### src/rtl/temp_sched_pkg.sv
/*
  Constants and types for the conversion scheduler and result filter.
  Assumes a 100 MHz system clock and an APB register port with 32-bit data.
*/
package temp_sched_pkg;

  // register byte addresses
  localparam int ADDR_W = 12;
  localparam logic [11:0] ADDR_CONFIG = 12'h000;
  localparam logic [11:0] ADDR_RATE = 12'h004;
  localparam logic [11:0] ADDR_FILTER = 12'h008;
  localparam logic [11:0] ADDR_ONESHOT = 12'h00C;
  localparam logic [11:0] ADDR_STATUS = 12'h010;
  localparam logic [11:0] ADDR_RESULT_BASE = 12'h014;
  localparam logic [11:0] ADDR_LIMIT_BASE = 12'h020;
  localparam logic [11:0] REG_STRIDE = 12'h004;

  // configuration bit positions
  localparam int CFG_STANDBY = 0;
  localparam int CFG_DYNAVG_OFF = 1;
  localparam int CFG_PAIRED1 = 2;
  localparam int CFG_PAIRED2 = 3;
  localparam logic [3:0] CONFIG_RESET = 4'h0;

  // conversion rate codes
  localparam logic [3:0] RATE_RESET = 4'h6;
  localparam logic [3:0] RATE_2PS = 4'h5;
  localparam logic [3:0] RATE_4PS = 4'h6;
  localparam logic [3:0] RATE_8PS = 4'h7;
  localparam logic [3:0] RATE_16PS = 4'h8;
  localparam logic [3:0] RATE_32PS = 4'h9;
  localparam logic [3:0] RATE_64PS = 4'hA;
  localparam logic [3:0] RATE_FALLBACK = 4'h4;

  // filter field codes
  localparam logic [1:0] FILTER_OFF = 2'h0;
  localparam logic [1:0] FILTER_L2 = 2'h3;
  localparam logic [1:0] FILTER_RESET = 2'h0;

  // data widths
  localparam int NUM_CH = 3;
  localparam int RESULT_W = 11;
  localparam int ACC_W = 15;
  localparam int HIST_OLD = 7;
  localparam logic [10:0] LIMIT_RESET = 11'h7FF;

  // timing: base tick is 1/64 s, the fastest conversion period
  localparam int CLK_PERIOD_NS = 10;
  localparam int RATE_TICK_NS = 15625000;
  localparam int RATE_TICK_CYCLES = RATE_TICK_NS / CLK_PERIOD_NS;
  localparam logic [10:0] SLOWEST_PERIOD_TICKS = 11'h400;

  typedef enum logic [2:0] {AVG_HALF, AVG_1X, AVG_2X, AVG_4X, AVG_8X, AVG_16X} avg_type;
  typedef enum logic [1:0] {S_IDLE, S_ISSUE, S_WAIT} state_type;

  typedef struct packed {
    logic start;
    logic [1:0] channel;
    avg_type avg;
  } meas_req_type;

  typedef struct packed {
    logic done;
    logic [14:0] data;
  } meas_rsp_type;

endpackage

### src/rtl/temp_sched.sv
/*
  Conversion scheduler, dynamic averaging selection and running-average filter
  for a three-channel temperature sensor (channel 0 internal, 1 and 2 external).
  Assumes an analog front end that accepts one measurement request at a time and
  answers with an averaged accumulator; registers are reached over APB.

*/
// The register offsets and the APB register port were decided locally.
`timescale 1ns/1ps
module temp_sched #(
  parameter int TICK_CYCLES = temp_sched_pkg::RATE_TICK_CYCLES
) (
  // clock and reset
  input wire logic SYS_CLK,
  input wire logic NRST,
  // apb slave
  input wire logic PSEL,
  input wire logic PENABLE,
  input wire logic PWRITE,
  input wire logic [11:0] PADDR,
  input wire logic [31:0] PWDATA,
  output logic [31:0] PRDATA,
  output logic PREADY,
  output logic PSLVERR,
  // analog front end
  output temp_sched_pkg::meas_req_type MEAS_REQ,
  input wire temp_sched_pkg::meas_rsp_type MEAS_RSP,
  // status
  output logic [2:0] HIGH_FLAGS,
  output logic CONV_BUSY
);

  logic pready_q;
  logic pslverr_q;
  logic [31:0] prdata_q;
  logic [31:0] rd_data;
  logic addr_ok;
  logic setup_done;
  logic wr_en;
  logic [3:0] config_q;
  logic [3:0] rate_q;
  logic [1:0] filter_q;
  logic [10:0] limit_q [0:2];
  logic [10:0] result_q [0:2];
  logic [2:0] high_q;
  logic os_q;
  temp_sched_pkg::state_type state_q;
  logic [1:0] ch_q;
  temp_sched_pkg::avg_type cyc_avg_q;
  temp_sched_pkg::avg_type cur_avg;
  temp_sched_pkg::avg_type rate_avg;
  temp_sched_pkg::meas_req_type meas_req_q;
  logic busy_q;
  logic [31:0] tick_cnt_q;
  logic tick;
  logic [10:0] per_cnt_q;
  logic start_cycle;
  logic store_en;
  logic [2:0] shift;
  logic [14:0] acc_shifted;
  logic [10:0] raw11;
  logic [10:0] filt_val [1:2];
  logic filt_on [1:2];

  assign PRDATA = prdata_q;
  assign PREADY = pready_q;
  assign PSLVERR = pslverr_q;
  assign MEAS_REQ = meas_req_q;
  assign HIGH_FLAGS = high_q;
  assign CONV_BUSY = busy_q;

  // apb: one wait state, answer comes one edge after the access phase opens
  assign setup_done = PSEL && PENABLE && !pready_q;
  assign wr_en = PSEL && PENABLE && pready_q && PWRITE && addr_ok;

  always_comb begin
    rd_data = 32'h0000_0000;
    addr_ok = 1'b1;
    unique case (PADDR)
      temp_sched_pkg::ADDR_CONFIG: rd_data = {28'h000_0000, config_q};
      temp_sched_pkg::ADDR_RATE: rd_data = {28'h000_0000, rate_q};
      temp_sched_pkg::ADDR_FILTER: rd_data = {30'h0000_0000, filter_q};
      temp_sched_pkg::ADDR_ONESHOT: rd_data = 32'h0000_0000;
      temp_sched_pkg::ADDR_STATUS: rd_data = {28'h000_0000, high_q, busy_q};
      default: begin
        addr_ok = 1'b0;
        for (int c = 0; c < temp_sched_pkg::NUM_CH; c++) begin
          if (PADDR == temp_sched_pkg::ADDR_RESULT_BASE + 12'(c) * temp_sched_pkg::REG_STRIDE) begin
            rd_data = {21'h00_0000, result_q[c]};
            addr_ok = 1'b1;
          end
          if (PADDR == temp_sched_pkg::ADDR_LIMIT_BASE + 12'(c) * temp_sched_pkg::REG_STRIDE) begin
            rd_data = {21'h00_0000, limit_q[c]};
            addr_ok = 1'b1;
          end
        end
      end
    endcase
  end

  always_ff @(posedge SYS_CLK) begin
    if (!NRST) begin
      pready_q <= 1'b0;
      pslverr_q <= 1'b0;
      prdata_q <= 32'h0000_0000;
    end else begin
      pready_q <= setup_done;
      pslverr_q <= setup_done && !addr_ok;
      if (setup_done && !PWRITE) begin
        prdata_q <= rd_data;
      end
    end
  end

  // software-written controls
  always_ff @(posedge SYS_CLK) begin
    if (!NRST) begin
      config_q <= temp_sched_pkg::CONFIG_RESET;
      rate_q <= temp_sched_pkg::RATE_RESET;
      filter_q <= temp_sched_pkg::FILTER_RESET;
      for (int c = 0; c < temp_sched_pkg::NUM_CH; c++) begin
        limit_q[c] <= temp_sched_pkg::LIMIT_RESET;
      end
    end else if (wr_en) begin
      if (PADDR == temp_sched_pkg::ADDR_CONFIG) config_q <= PWDATA[3:0];
      if (PADDR == temp_sched_pkg::ADDR_RATE) rate_q <= PWDATA[3:0];
      if (PADDR == temp_sched_pkg::ADDR_FILTER) filter_q <= PWDATA[1:0];
      for (int c = 0; c < temp_sched_pkg::NUM_CH; c++) begin
        if (PADDR == temp_sched_pkg::ADDR_LIMIT_BASE + 12'(c) * temp_sched_pkg::REG_STRIDE) begin
          limit_q[c] <= PWDATA[10:0];
        end
      end
    end
  end

  // single-conversion request, honoured only in standby
  always_ff @(posedge SYS_CLK) begin
    if (!NRST) begin
      os_q <= 1'b0;
    end else if (!config_q[temp_sched_pkg::CFG_STANDBY]) begin
      os_q <= 1'b0;
    end else if (wr_en && PADDR == temp_sched_pkg::ADDR_ONESHOT && state_q == temp_sched_pkg::S_IDLE) begin
      os_q <= 1'b1;
    end else if (start_cycle) begin
      os_q <= 1'b0;
    end
  end

  // base tick of 1/64 s from the system clock
  assign tick = (tick_cnt_q == 32'(TICK_CYCLES - 1));

  always_ff @(posedge SYS_CLK) begin
    if (!NRST) begin
      tick_cnt_q <= 32'h0000_0000;
    end else if (tick) begin
      tick_cnt_q <= 32'h0000_0000;
    end else begin
      tick_cnt_q <= tick_cnt_q + 32'h0000_0001;
    end
  end

  function automatic logic [10:0] period_ticks(input logic [3:0] code);
    logic [3:0] eff;
    eff = (code > temp_sched_pkg::RATE_64PS) ? temp_sched_pkg::RATE_FALLBACK : code;
    return temp_sched_pkg::SLOWEST_PERIOD_TICKS >> eff;
  endfunction

  // period reloads only at cycle start, so a new code never cuts a cycle short
  always_ff @(posedge SYS_CLK) begin
    if (!NRST) begin
      per_cnt_q <= 11'h000;
    end else if (config_q[temp_sched_pkg::CFG_STANDBY]) begin
      per_cnt_q <= 11'h000;
    end else if (start_cycle) begin
      per_cnt_q <= period_ticks(rate_q);
    end else if (tick && per_cnt_q != 11'h000) begin
      per_cnt_q <= per_cnt_q - 11'h001;
    end
  end

  // averaging factor that the current rate code asks for
  always_comb begin
    if (rate_q == temp_sched_pkg::RATE_64PS) begin
      rate_avg = temp_sched_pkg::AVG_HALF;
    end else if (config_q[temp_sched_pkg::CFG_DYNAVG_OFF]) begin
      rate_avg = temp_sched_pkg::AVG_1X;
    end else begin
      unique case (rate_q)
        temp_sched_pkg::RATE_4PS: rate_avg = temp_sched_pkg::AVG_8X;
        temp_sched_pkg::RATE_8PS: rate_avg = temp_sched_pkg::AVG_4X;
        temp_sched_pkg::RATE_16PS: rate_avg = temp_sched_pkg::AVG_2X;
        temp_sched_pkg::RATE_32PS: rate_avg = temp_sched_pkg::AVG_1X;
        default: rate_avg = temp_sched_pkg::AVG_16X;
      endcase
    end
  end

  // the internal channel is never stretched
  assign cur_avg = (ch_q == 2'h0) ? temp_sched_pkg::AVG_1X : cyc_avg_q;
  assign start_cycle = (state_q == temp_sched_pkg::S_IDLE) &&
                       (config_q[temp_sched_pkg::CFG_STANDBY] ? os_q : per_cnt_q == 11'h000);
  assign store_en = (state_q == temp_sched_pkg::S_WAIT) && MEAS_RSP.done;

  // sequencer: one request per channel, wait for its answer
  always_ff @(posedge SYS_CLK) begin
    if (!NRST) begin
      state_q <= temp_sched_pkg::S_IDLE;
      ch_q <= 2'h0;
      cyc_avg_q <= temp_sched_pkg::AVG_8X;
      busy_q <= 1'b0;
      meas_req_q <= '0;
    end else begin
      meas_req_q.start <= 1'b0;
      unique case (state_q)
        temp_sched_pkg::S_IDLE: begin
          if (start_cycle) begin
            cyc_avg_q <= rate_avg;
            ch_q <= 2'h0;
            busy_q <= 1'b1;
            state_q <= temp_sched_pkg::S_ISSUE;
          end
        end
        temp_sched_pkg::S_ISSUE: begin
          meas_req_q.start <= 1'b1;
          meas_req_q.channel <= ch_q;
          meas_req_q.avg <= cur_avg;
          state_q <= temp_sched_pkg::S_WAIT;
        end
        temp_sched_pkg::S_WAIT: begin
          if (MEAS_RSP.done) begin
            if (ch_q == 2'(temp_sched_pkg::NUM_CH - 1)) begin
              busy_q <= 1'b0;
              state_q <= temp_sched_pkg::S_IDLE;
            end else begin
              ch_q <= ch_q + 2'h1;
              state_q <= temp_sched_pkg::S_ISSUE;
            end
          end
        end
        default: state_q <= temp_sched_pkg::S_IDLE;
      endcase
    end
  end

  // pick the 11 result bits out of the stretched accumulator
  assign shift = (cur_avg == temp_sched_pkg::AVG_HALF) ? 3'h0 : 3'(cur_avg) - 3'h1;
  assign acc_shifted = MEAS_RSP.data >> shift;
  assign raw11 = acc_shifted[10:0];

  for (genvar c = 1; c <= 2; c++) begin : g_flt
    logic [10:0] hist_q [0:temp_sched_pkg::HIST_OLD-1];
    logic primed_q;
    logic [13:0] sum8;
    logic [12:0] sum4;

    always_comb begin
      sum8 = 14'(raw11);
      sum4 = 13'(raw11);
      for (int i = 0; i < temp_sched_pkg::HIST_OLD; i++) begin
        sum8 = sum8 + 14'(hist_q[i]);
        if (i < 3) sum4 = sum4 + 13'(hist_q[i]);
      end
    end

    // fraction bits dropped: a slow drift may read up to one lsb low
    assign filt_val[c] = !primed_q ? raw11 :
                         (filter_q == temp_sched_pkg::FILTER_L2) ? sum8[13:3] : sum4[12:2];
    assign filt_on[c] = (filter_q != temp_sched_pkg::FILTER_OFF) &&
                        !config_q[temp_sched_pkg::CFG_PAIRED1 + c - 1];

    // history runs even with the filter off, so enabling it later starts clean
    always_ff @(posedge SYS_CLK) begin
      if (!NRST) begin
        primed_q <= 1'b0;
        for (int i = 0; i < temp_sched_pkg::HIST_OLD; i++) hist_q[i] <= 11'h000;
      end else if (store_en && ch_q == 2'(c)) begin
        primed_q <= 1'b1;
        hist_q[0] <= raw11;
        for (int i = 1; i < temp_sched_pkg::HIST_OLD; i++) begin
          hist_q[i] <= !primed_q ? raw11 : hist_q[i-1];
        end
      end
    end
  end

  // result store and limit check at the end of each channel's conversion
  always_ff @(posedge SYS_CLK) begin
    if (!NRST) begin
      high_q <= 3'h0;
      for (int c = 0; c < temp_sched_pkg::NUM_CH; c++) result_q[c] <= 11'h000;
    end else if (store_en) begin
      if (ch_q == 2'h0) begin
        result_q[0] <= raw11;
        high_q[0] <= raw11 > limit_q[0];
      end
      for (int c = 1; c <= 2; c++) begin
        if (ch_q == 2'(c)) begin
          result_q[c] <= filt_on[c] ? filt_val[c] : raw11;
          high_q[c] <= (filt_on[c] ? filt_val[c] : raw11) > limit_q[c];
        end
      end
    end
  end

  logic [12:0] chk_sum4;
  assign chk_sum4 = 13'(g_flt[1].hist_q[0]) + 13'(g_flt[1].hist_q[1]) +
                    13'(g_flt[1].hist_q[2]) + 13'(g_flt[1].hist_q[3]);
endmodule

### config.mk
export PLATFORM = sky130hd
export DESIGN_NAME = temp_sched
export DESIGN_NICKNAME = d
export VERILOG_FILES = /design/src/rtl/temp_sched_pkg.sv /design/src/rtl/temp_sched.sv
export SDC_FILE = /design/constraint.sdc
export NUM_CORES = 1
export LEC_CHECK = 0
export BUFFER_PORTS_ARGS = -buffer_cell sky130_fd_sc_hd__buf_2
export CELL_PAD_IN_SITES_DETAIL_PLACEMENT = 1
export CELL_PAD_IN_SITES_GLOBAL_PLACEMENT = 2
export CORE_ASPECT_RATIO = 0.6
export CORE_MARGIN = 1.5
export CORE_UTILIZATION = 37
export DETAILED_ROUTE_END_ITERATION = 7
export PLACE_DENSITY = 0.73
export RECOVER_POWER = 50
export SYNTH_ARGS = -nofsm -noshare
export SYNTH_HDL_FRONTEND = slang
export SYNTH_SLANG_ARGS = --single-unit
### constraint.sdc
create_clock -name SYS_CLK -period 6.4 [get_ports SYS_CLK]
set_clock_uncertainty 0.05 [all_clocks]
set_input_delay 0.96 -clock SYS_CLK [delete_from_list [all_inputs] [get_ports SYS_CLK]]
set_output_delay 0.96 -clock SYS_CLK [all_outputs]
set_load 0.02 [all_outputs]
==> results of run 1 <==
## power breakdown
group / total, µW / internal, µW / switching, µW / leakage (µW)
combinational: 5700 / 2590 / 3120 / 0.00694
clock: 2100 / 1210 / 890 / 0.000559
sequential: 2310 / 2220 / 85.6 / 0.00286
total: 10100 / 6020 / 4090 / 0.0104
## worst reg2reg max path: stages (launching register included)
cell	delay, ns
dfxtp_1	0.51
or2_1	0.18
and2_4	0.17
buf_6	0.12
mux4_2	0.50
mux2_4	0.35
buf_12	0.16
fa_1	0.48
inv_1	0.05
fa_1	0.50
fa_2	0.45
fa_1	0.61
nor2_2	0.06
fa_2	0.37
a21oi_4	0.15
o211ai_1	0.18
a221oi_2	0.34
xnor2_1	0.10
mux2i_1	0.20
a21oi_1	0.11
ha_1	0.38
a211oi_2	0.26
nand2_1	0.12
nor3_2	0.19
o21ai_1	0.09
## cell usage after synthesis (8+ instances only)
cell,count
mux2i_1,23
buf_4,21
mux4_2,9
o21ai_0,72
o22ai_1,13
a22oi_1,11
or2_2,17
o21ai_2,11
o31ai_1,11
a21boi_0,10
and4_1,8
inv_1,310
or3_1,12
a21o_1,12
clkbuf_1,62
a21oi_1,193
nand2_1,155
nand2b_1,12
fa_1,172
nor2b_1,18
nor3_1,27
and2_1,19
xnor2_1,22
nand4_1,24
o211ai_1,14
ha_1,84
edfxtp_1,220
nor4_1,9
nor2_1,132
o21a_1,14
nand3_1,52
dfxtp_1,86
xor2_1,39
a211oi_1,24
and3_1,24
## registers in the layout, summed over array words and instances (netlist names), 4 cells and up
name / cells
g_flt.hist_q: 154
limit_q: 33
result_q: 33
tick_cnt_q: 32
PRDATA: 11
per_cnt_q: 11
MEAS_REQ: 6
config_q: 4
rate_q: 4
## cell families after synthesis
kind of cell / Yosys count
AOI/OAI and AO/OA: 467
xor gates and xnor gates: 61
adders and majority gates: 256
buffers and inverters: 416
DFF: 306
muxes: 42
other: 1
and+or+nand+nor: 536
## path summary, 6_finish.rpt
path,startpoint,depth (start not counted),to
setup / recovery,cyc_avg_q[2]$_SDFFE_PN1P_,24,HIGH_FLAGS[2]$_SDFFE_PN0P_
hold / removal,PRDATA[6]$_SDFFE_PN0P_,2,PRDATA[6]$_SDFFE_PN0P_
setup reg to reg,cyc_avg_q[2]$_SDFFE_PN1P_,24,HIGH_FLAGS[2]$_SDFFE_PN0P_
hold reg to reg,PRDATA[6]$_SDFFE_PN0P_,2,PRDATA[6]$_SDFFE_PN0P_
## routing by layer
metal,vias to the layer above,part of all wire,wire (µm)
met2,412,0.41,28500
met3,73,0.069,4770
met1,8469,0.50,35000
met4,2,0.018,1240
met5,-,0.00019,13
li1,7570,-,-
## metrics by stage
| stage | power, µW | TNS (ns) |
|---|---|---|
| floorplan | 5390 | -0.0425 |
| global placement | 7260 | -1.35 |
| detailed placement | 7380 | -1.53 |
| CTS | 9840 | -0.612 |
| global route | 10800 | -1.15 |
| finish | 10100 | -0.652 |
## final cells by class
class,instances,share of cell area
inverter,318,0.0479
clock inverter,14,0.00672
timing repair buffer,250,0.0686
sequential,306,0.332
tap,759,0.0378
multi-input combinational,1383,0.468
clock buffer,50,0.0395
## timing repair
action	in CTS	in global routing
gates resized for setup	43	45
pin swaps	33	39
endpoints found under the setup margin	3	4
setup buffers	18	5
==> results_dict.tcl, run 1 <==
set metrics [dict create \
    outcome "complete, but fails checks" \
    violations "max-capacitance violations, max-slew violations, negative setup slack" \
    busiest_layer "met1" \
    synthAdderAreaFrac 0.212 \
    rows 67 \
    grt_max_degree 79 \
    rsz0062_at_grt "true" \
    power_leakage_uw 0.0104 \
    syn_area_per_cell_um2 10.2 \
    htreeDepth 2 \
    maxSlewHeadroom -0.847 \
    syn-cell-area_um2 21200 \
    reg2reg_setup_slack_ns -0.37 \
    cap_violations 7 \
    final_cell_mix "inv_1 (304), edfxtp_1 (220), a21oi_1 (183), buf_4 (168), fa_1 (167)" \
    synth-seq-cells 306 \
    syn_to_final_growth_pct 18.3 \
    setup_viol 2 \
    fp.dieH_um 189 \
    instances_no_fill 3080 \
    hold_violations 0 \
    worstMarginPinSlew_ns 2.77 \
    overflow 0 \
    start_util 0.378 \
    wl_um 69600 \
    post-route-period-util 1.06 \
    root_buffer "clkbuf_16" \
    synthFlopType "edfxtp_1" \
    endpoint_kind "flop" \
    clockBufferDepth 3 \
    postCtsHoldBufs 0 \
    syn-instance-count 2085 \
    yosys.area_share.simple 0.125 \
    ant_nets 0 \
    io_pins 109 \
    crit_family "adder cells" \
    cp_cell_sequence "or2_1 -> and2_4 -> buf_6 -> mux4_2 -> mux2_4 -> buf_12 -> fa_1 -> inv_1 -> fa_1 -> fa_2 -> fa_1 -> nor2_2 -> fa_2 -> a21oi_4 -> o211ai_1 -> a221oi_2 -> xnor2_1 -> mux2i_1 -> a21oi_1 -> ha_1 -> a211oi_2 -> nand2_1 -> nor3_2 -> o21ai_1" \
    clk_latency_ns 0.56 \
    post-route-drc-count 0 \
    vias_per_cell 5.37 \
    fin_nets 2615 \
    synth_top_family_by_area "adder cells" \
    critPathMaxFanout 4 \
    dp_cells 2993 \
    hpwl_um 53300 \
    die_area_um2 58900 \
    synth_compound_area_frac 0.141 \
    hp-class "reg -> reg" \
    cp_num_buf_inv 3 \
    fmax_ghz 0.148 \
    synth.area.top_cells "edfxtp_1 (31%), fa_1 (16%), dfxtp_1 (8.1%)" \
    path_clk_slew_ns 0.06 \
    synth-xor-area-share 0.0251 \
    yosysSeqAreaShare 0.392 \
    p_per_area_nw_per_um2 403 \
    muxShareOfSynthArea 0.0269 \
    fill_cells 6313 \
    track_usage 0.237 \
    cp-start-kind "flop" \
    grtUsageMet1 0.368 \
    die_w_um 312 \
    synth_edf_count 220 \
    hold_ws_ns 0.421 \
    drt_iter0_markers 1273 \
    ys_warn_count 0 \
    yosys.area.top_type "edfxtp_1" \
    n_antenna_cell 0 \
    routedWlPerCell_um 22.6 \
    crit_path_top_delay_cell "fa_1" \
    multi_input_comb_area_um2 11700 \
    grt_pass1_wl_um 107000 \
    cts_tree "yes" \
    yosysUniqueCellTypes 99 \
    grt_pass1_vias 17221 \
    stdcell_area_um2 25100 \
    cp_common_cell "fa_1" \
    critPathKind "reg -> reg" \
    cp.required_ns 6.79 \
    fin_ws_ns -0.366 \
    ff_latch_area_um2 8330 \
    postLayoutCoreUtil 0.447 \
    coreArea_um2 56300 \
    gp_congestion 0.886 \
    postSynth.asyncResetShare 0 \
    slowest_delay_ns 0.61 \
    final_common_cell "inv_1" \
    placed_cell_area_um2 23500 \
    arrival_ns 7.15 \
    synth_top_area_share 0.311 \
    dr.pass1.iters 5 \
    grt_use_met2 0.336 \
    drive_gt1_frac 0.179 \
    port_buffers 66 \
    clock-sinks 306 \
    grtUsageMet3 0.0522 \
    cts_buffers 35 \
    vias 16526 \
    layout_min_cycle_time_ns 6.77 \
    ir_drop_uv 264 \
    place_ws_ns -0.713 \
    drv_slew 286 \
    antenna_found_initial 4 \
]
(Power assumes the default switching activity.)
==> run 2: changes to the inputs <==
- CORE_UTILIZATION: 37 -> 38
- CTS_BUF_LIST: not set -> sky130_fd_sc_hd__clkbuf_4 sky130_fd_sc_hd__clkbuf_8
- PLACE_DENSITY: 0.73 -> 0.75
==> results_dict.tcl, run 2 (synthesis gave the netlist of run 1 again) <==
set metrics [dict create \
    fmax_ghz 0.149 \
    dr.pass1.iters 6 \
    rr_endpoint "HIGH_FLAGS[1]$_SDFFE_PN0P_" \
    clk_latency_ns 0.67 \
    regMostFlops "g_flt.hist_q" \
    worst-r2r-cell-count 25 \
    die_w_um 308 \
    crit_path_top_delay_cell "fa_1" \
    vias 16534 \
    cp_num_buf_inv 4 \
    cts_tree "yes" \
    grt_pass1_vias 17219 \
    fill_cells 6201 \
    setup_viol 2 \
    rows 66 \
    pwr-share-seq 0.228 \
    power.share.combinational 0.573 \
    overflow 0 \
    power_leakage_uw 0.0104 \
    n_antenna_cell 0 \
    critPathKind "reg -> reg" \
    vias_per_cell 5.35 \
    reg2reg_setup_slack_ns -0.31 \
    drv_slew 40 \
    start_util 0.389 \
    cts_buffers 52 \
    reg_top3 "g_flt.hist_q: 154 flops, limit_q: 33 flops, result_q: 33 flops" \
    timing.rr.start "ch_q[0]$_SDFFE_PN0P_" \
    rsz0062_at_grt "true" \
    post-route-drc-count 0 \
    final_common_cell "inv_1" \
    outcome "complete, but fails checks" \
    grt_pass1_wl_um 104000 \
    arrival_ns 7.23 \
    fin_nets 2619 \
    place_ws_ns -0.720 \
    track_usage 0.243 \
    whs_path_depth 2 \
    violations "max-capacitance violations, max-slew violations, negative setup slack" \
    hpwl_um 53000 \
    crit_family "adder cells" \
    port_buffers 66 \
    slowest_delay_ns 0.55 \
    io_pins 109 \
    largest_register_ffs 154 \
    fp.dieH_um 186 \
    intPower_uw 6000 \
    path_clk_slew_ns 0.07 \
    coreArea_um2 54700 \
    drt_iter0_markers 1316 \
    antenna_found_initial 3 \
    postCtsHoldBufs 0 \
    clock-sinks 306 \
    worstHoldStart "PRDATA[10]$_SDFFE_PN0P_" \
    post-route-period-util 1.05 \
    ir_drop_uv 253 \
    fin_ws_ns -0.308 \
    endpoint_kind "flop" \
    die_area_um2 57400 \
    p_per_area_nw_per_um2 404 \
    root_buffer "clkbuf_8" \
    wl_um 68700 \
    grt_max_degree 89 \
    instances_no_fill 3089 \
    syn_to_final_growth_pct 17.4 \
    maxSlewHeadroom -0.931 \
    p_switching_uw 4080 \
    hp-class "reg -> reg" \
    critPathMaxFanout 6 \
    drive_gt1_frac 0.187 \
    ant_nets 0 \
    cp.required_ns 6.92 \
    worstMarginPinSlew_ns 2.90 \
    clkPwrFrac 0.199 \
    swShare 0.405 \
    gp_congestion 0.940 \
    hold_violations 0 \
    setup-tns-final_ns -0.602 \
    routedWlPerCell_um 22.2 \
    final_cell_mix "inv_1 (304), edfxtp_1 (220), a21oi_1 (187), fa_1 (169), buf_4 (155)" \
    htreeDepth 2 \
    cap_violations 1 \
    layout_min_cycle_time_ns 6.71 \
    clockBufferDepth 3 \
    cp_common_cell "fa_1" \
    min_to "PRDATA[10]$_SDFFE_PN0P_" \
    dp_cells 2979 \
    cp-start-kind "flop" \
]
run 2: area by class of cell:
cell class | instances | area [µm²] | area share
Timing Repair Buffer | 237 | 1660 | 0.0666
Sequential cell | 306 | 8330 | 0.334
Clock inverter | 25 | 236 | 0.00948
Inverter | 318 | 1200 | 0.0481
Multi-Input combinational cell | 1383 | 11700 | 0.468
Tap cell | 748 | 936 | 0.0375
Clock buffer | 72 | 903 | 0.0362
run 2: power groups by stage:
stage          Sequential, µW  Clock, µW  Combinational, µW
2_1_floorplan            2320          0               3070
3_3_place_gp             2330          0               4930
3_5_place_dp             2340          0               5090
4_1_cts                  2300       2070               5440
5_1_grt                  2310       2140               6340
6_report                 2300       2010               5770
run 2: what timing repair did:
action / CTS / global route
cloned: 0 / 0
pin swaps: 22 / 25
resized for setup: 42 / 25
buffers inserted: 6 / 7
endpoints found under the setup margin: 3 / 3
run 2: worst max path at each step:
stage                              start                         end  depth (start not counted)
detailed placement           MEAS_RSP[8]  HIGH_FLAGS[2]$_SDFFE_PN0P_                         24
global placement             MEAS_RSP[8]  HIGH_FLAGS[2]$_SDFFE_PN0P_                         24
finish              ch_q[0]$_SDFFE_PN0P_  HIGH_FLAGS[1]$_SDFFE_PN0P_                         25
global route        ch_q[0]$_SDFFE_PN0P_  HIGH_FLAGS[1]$_SDFFE_PN0P_                         26
CTS                 ch_q[1]$_SDFFE_PN0P_  HIGH_FLAGS[1]$_SDFFE_PN0P_                         27
floorplan           ch_q[0]$_SDFFE_PN0P_  HIGH_FLAGS[1]$_SDFFE_PN0P_                         29
run 2: per-stage QoR:
step / util / total power [µW] / area, µm² / hold slack [ns]
final: 0.456 / 10100 / 24900 / 0.415
after global routing: 0.456 / 10800 / 24900 / 0.437
after CTS: 0.454 / 9810 / 24800 / 0.417
after detailed placement: 0.429 / 7430 / 23500 / 0.405
after global placement: 0.429 / 7270 / 23500 / 0.395
after floorplan: - / 5390 / 21400 / 0.399
run 2: worst reg2reg max path, delay by kind of cell (launching register included):
kind / cells / cell delay, ns
buf+inv: 4 / 0.44
mux: 1 / 0.54
xor+xnor: 1 / 0.21
compound gates: 8 / 1.74
flops: 1 / 0.33
fa+ha+maj: 7 / 2.85
simple gates: 4 / 0.44
run 2: routing by layer:
metal / share of wire / GRT usage
met1: 0.49 / 0.366
met2: 0.41 / 0.346
met3: 0.080 / 0.0564
met4: 0.021 / 0.0644
met5: 0.00019 / 0
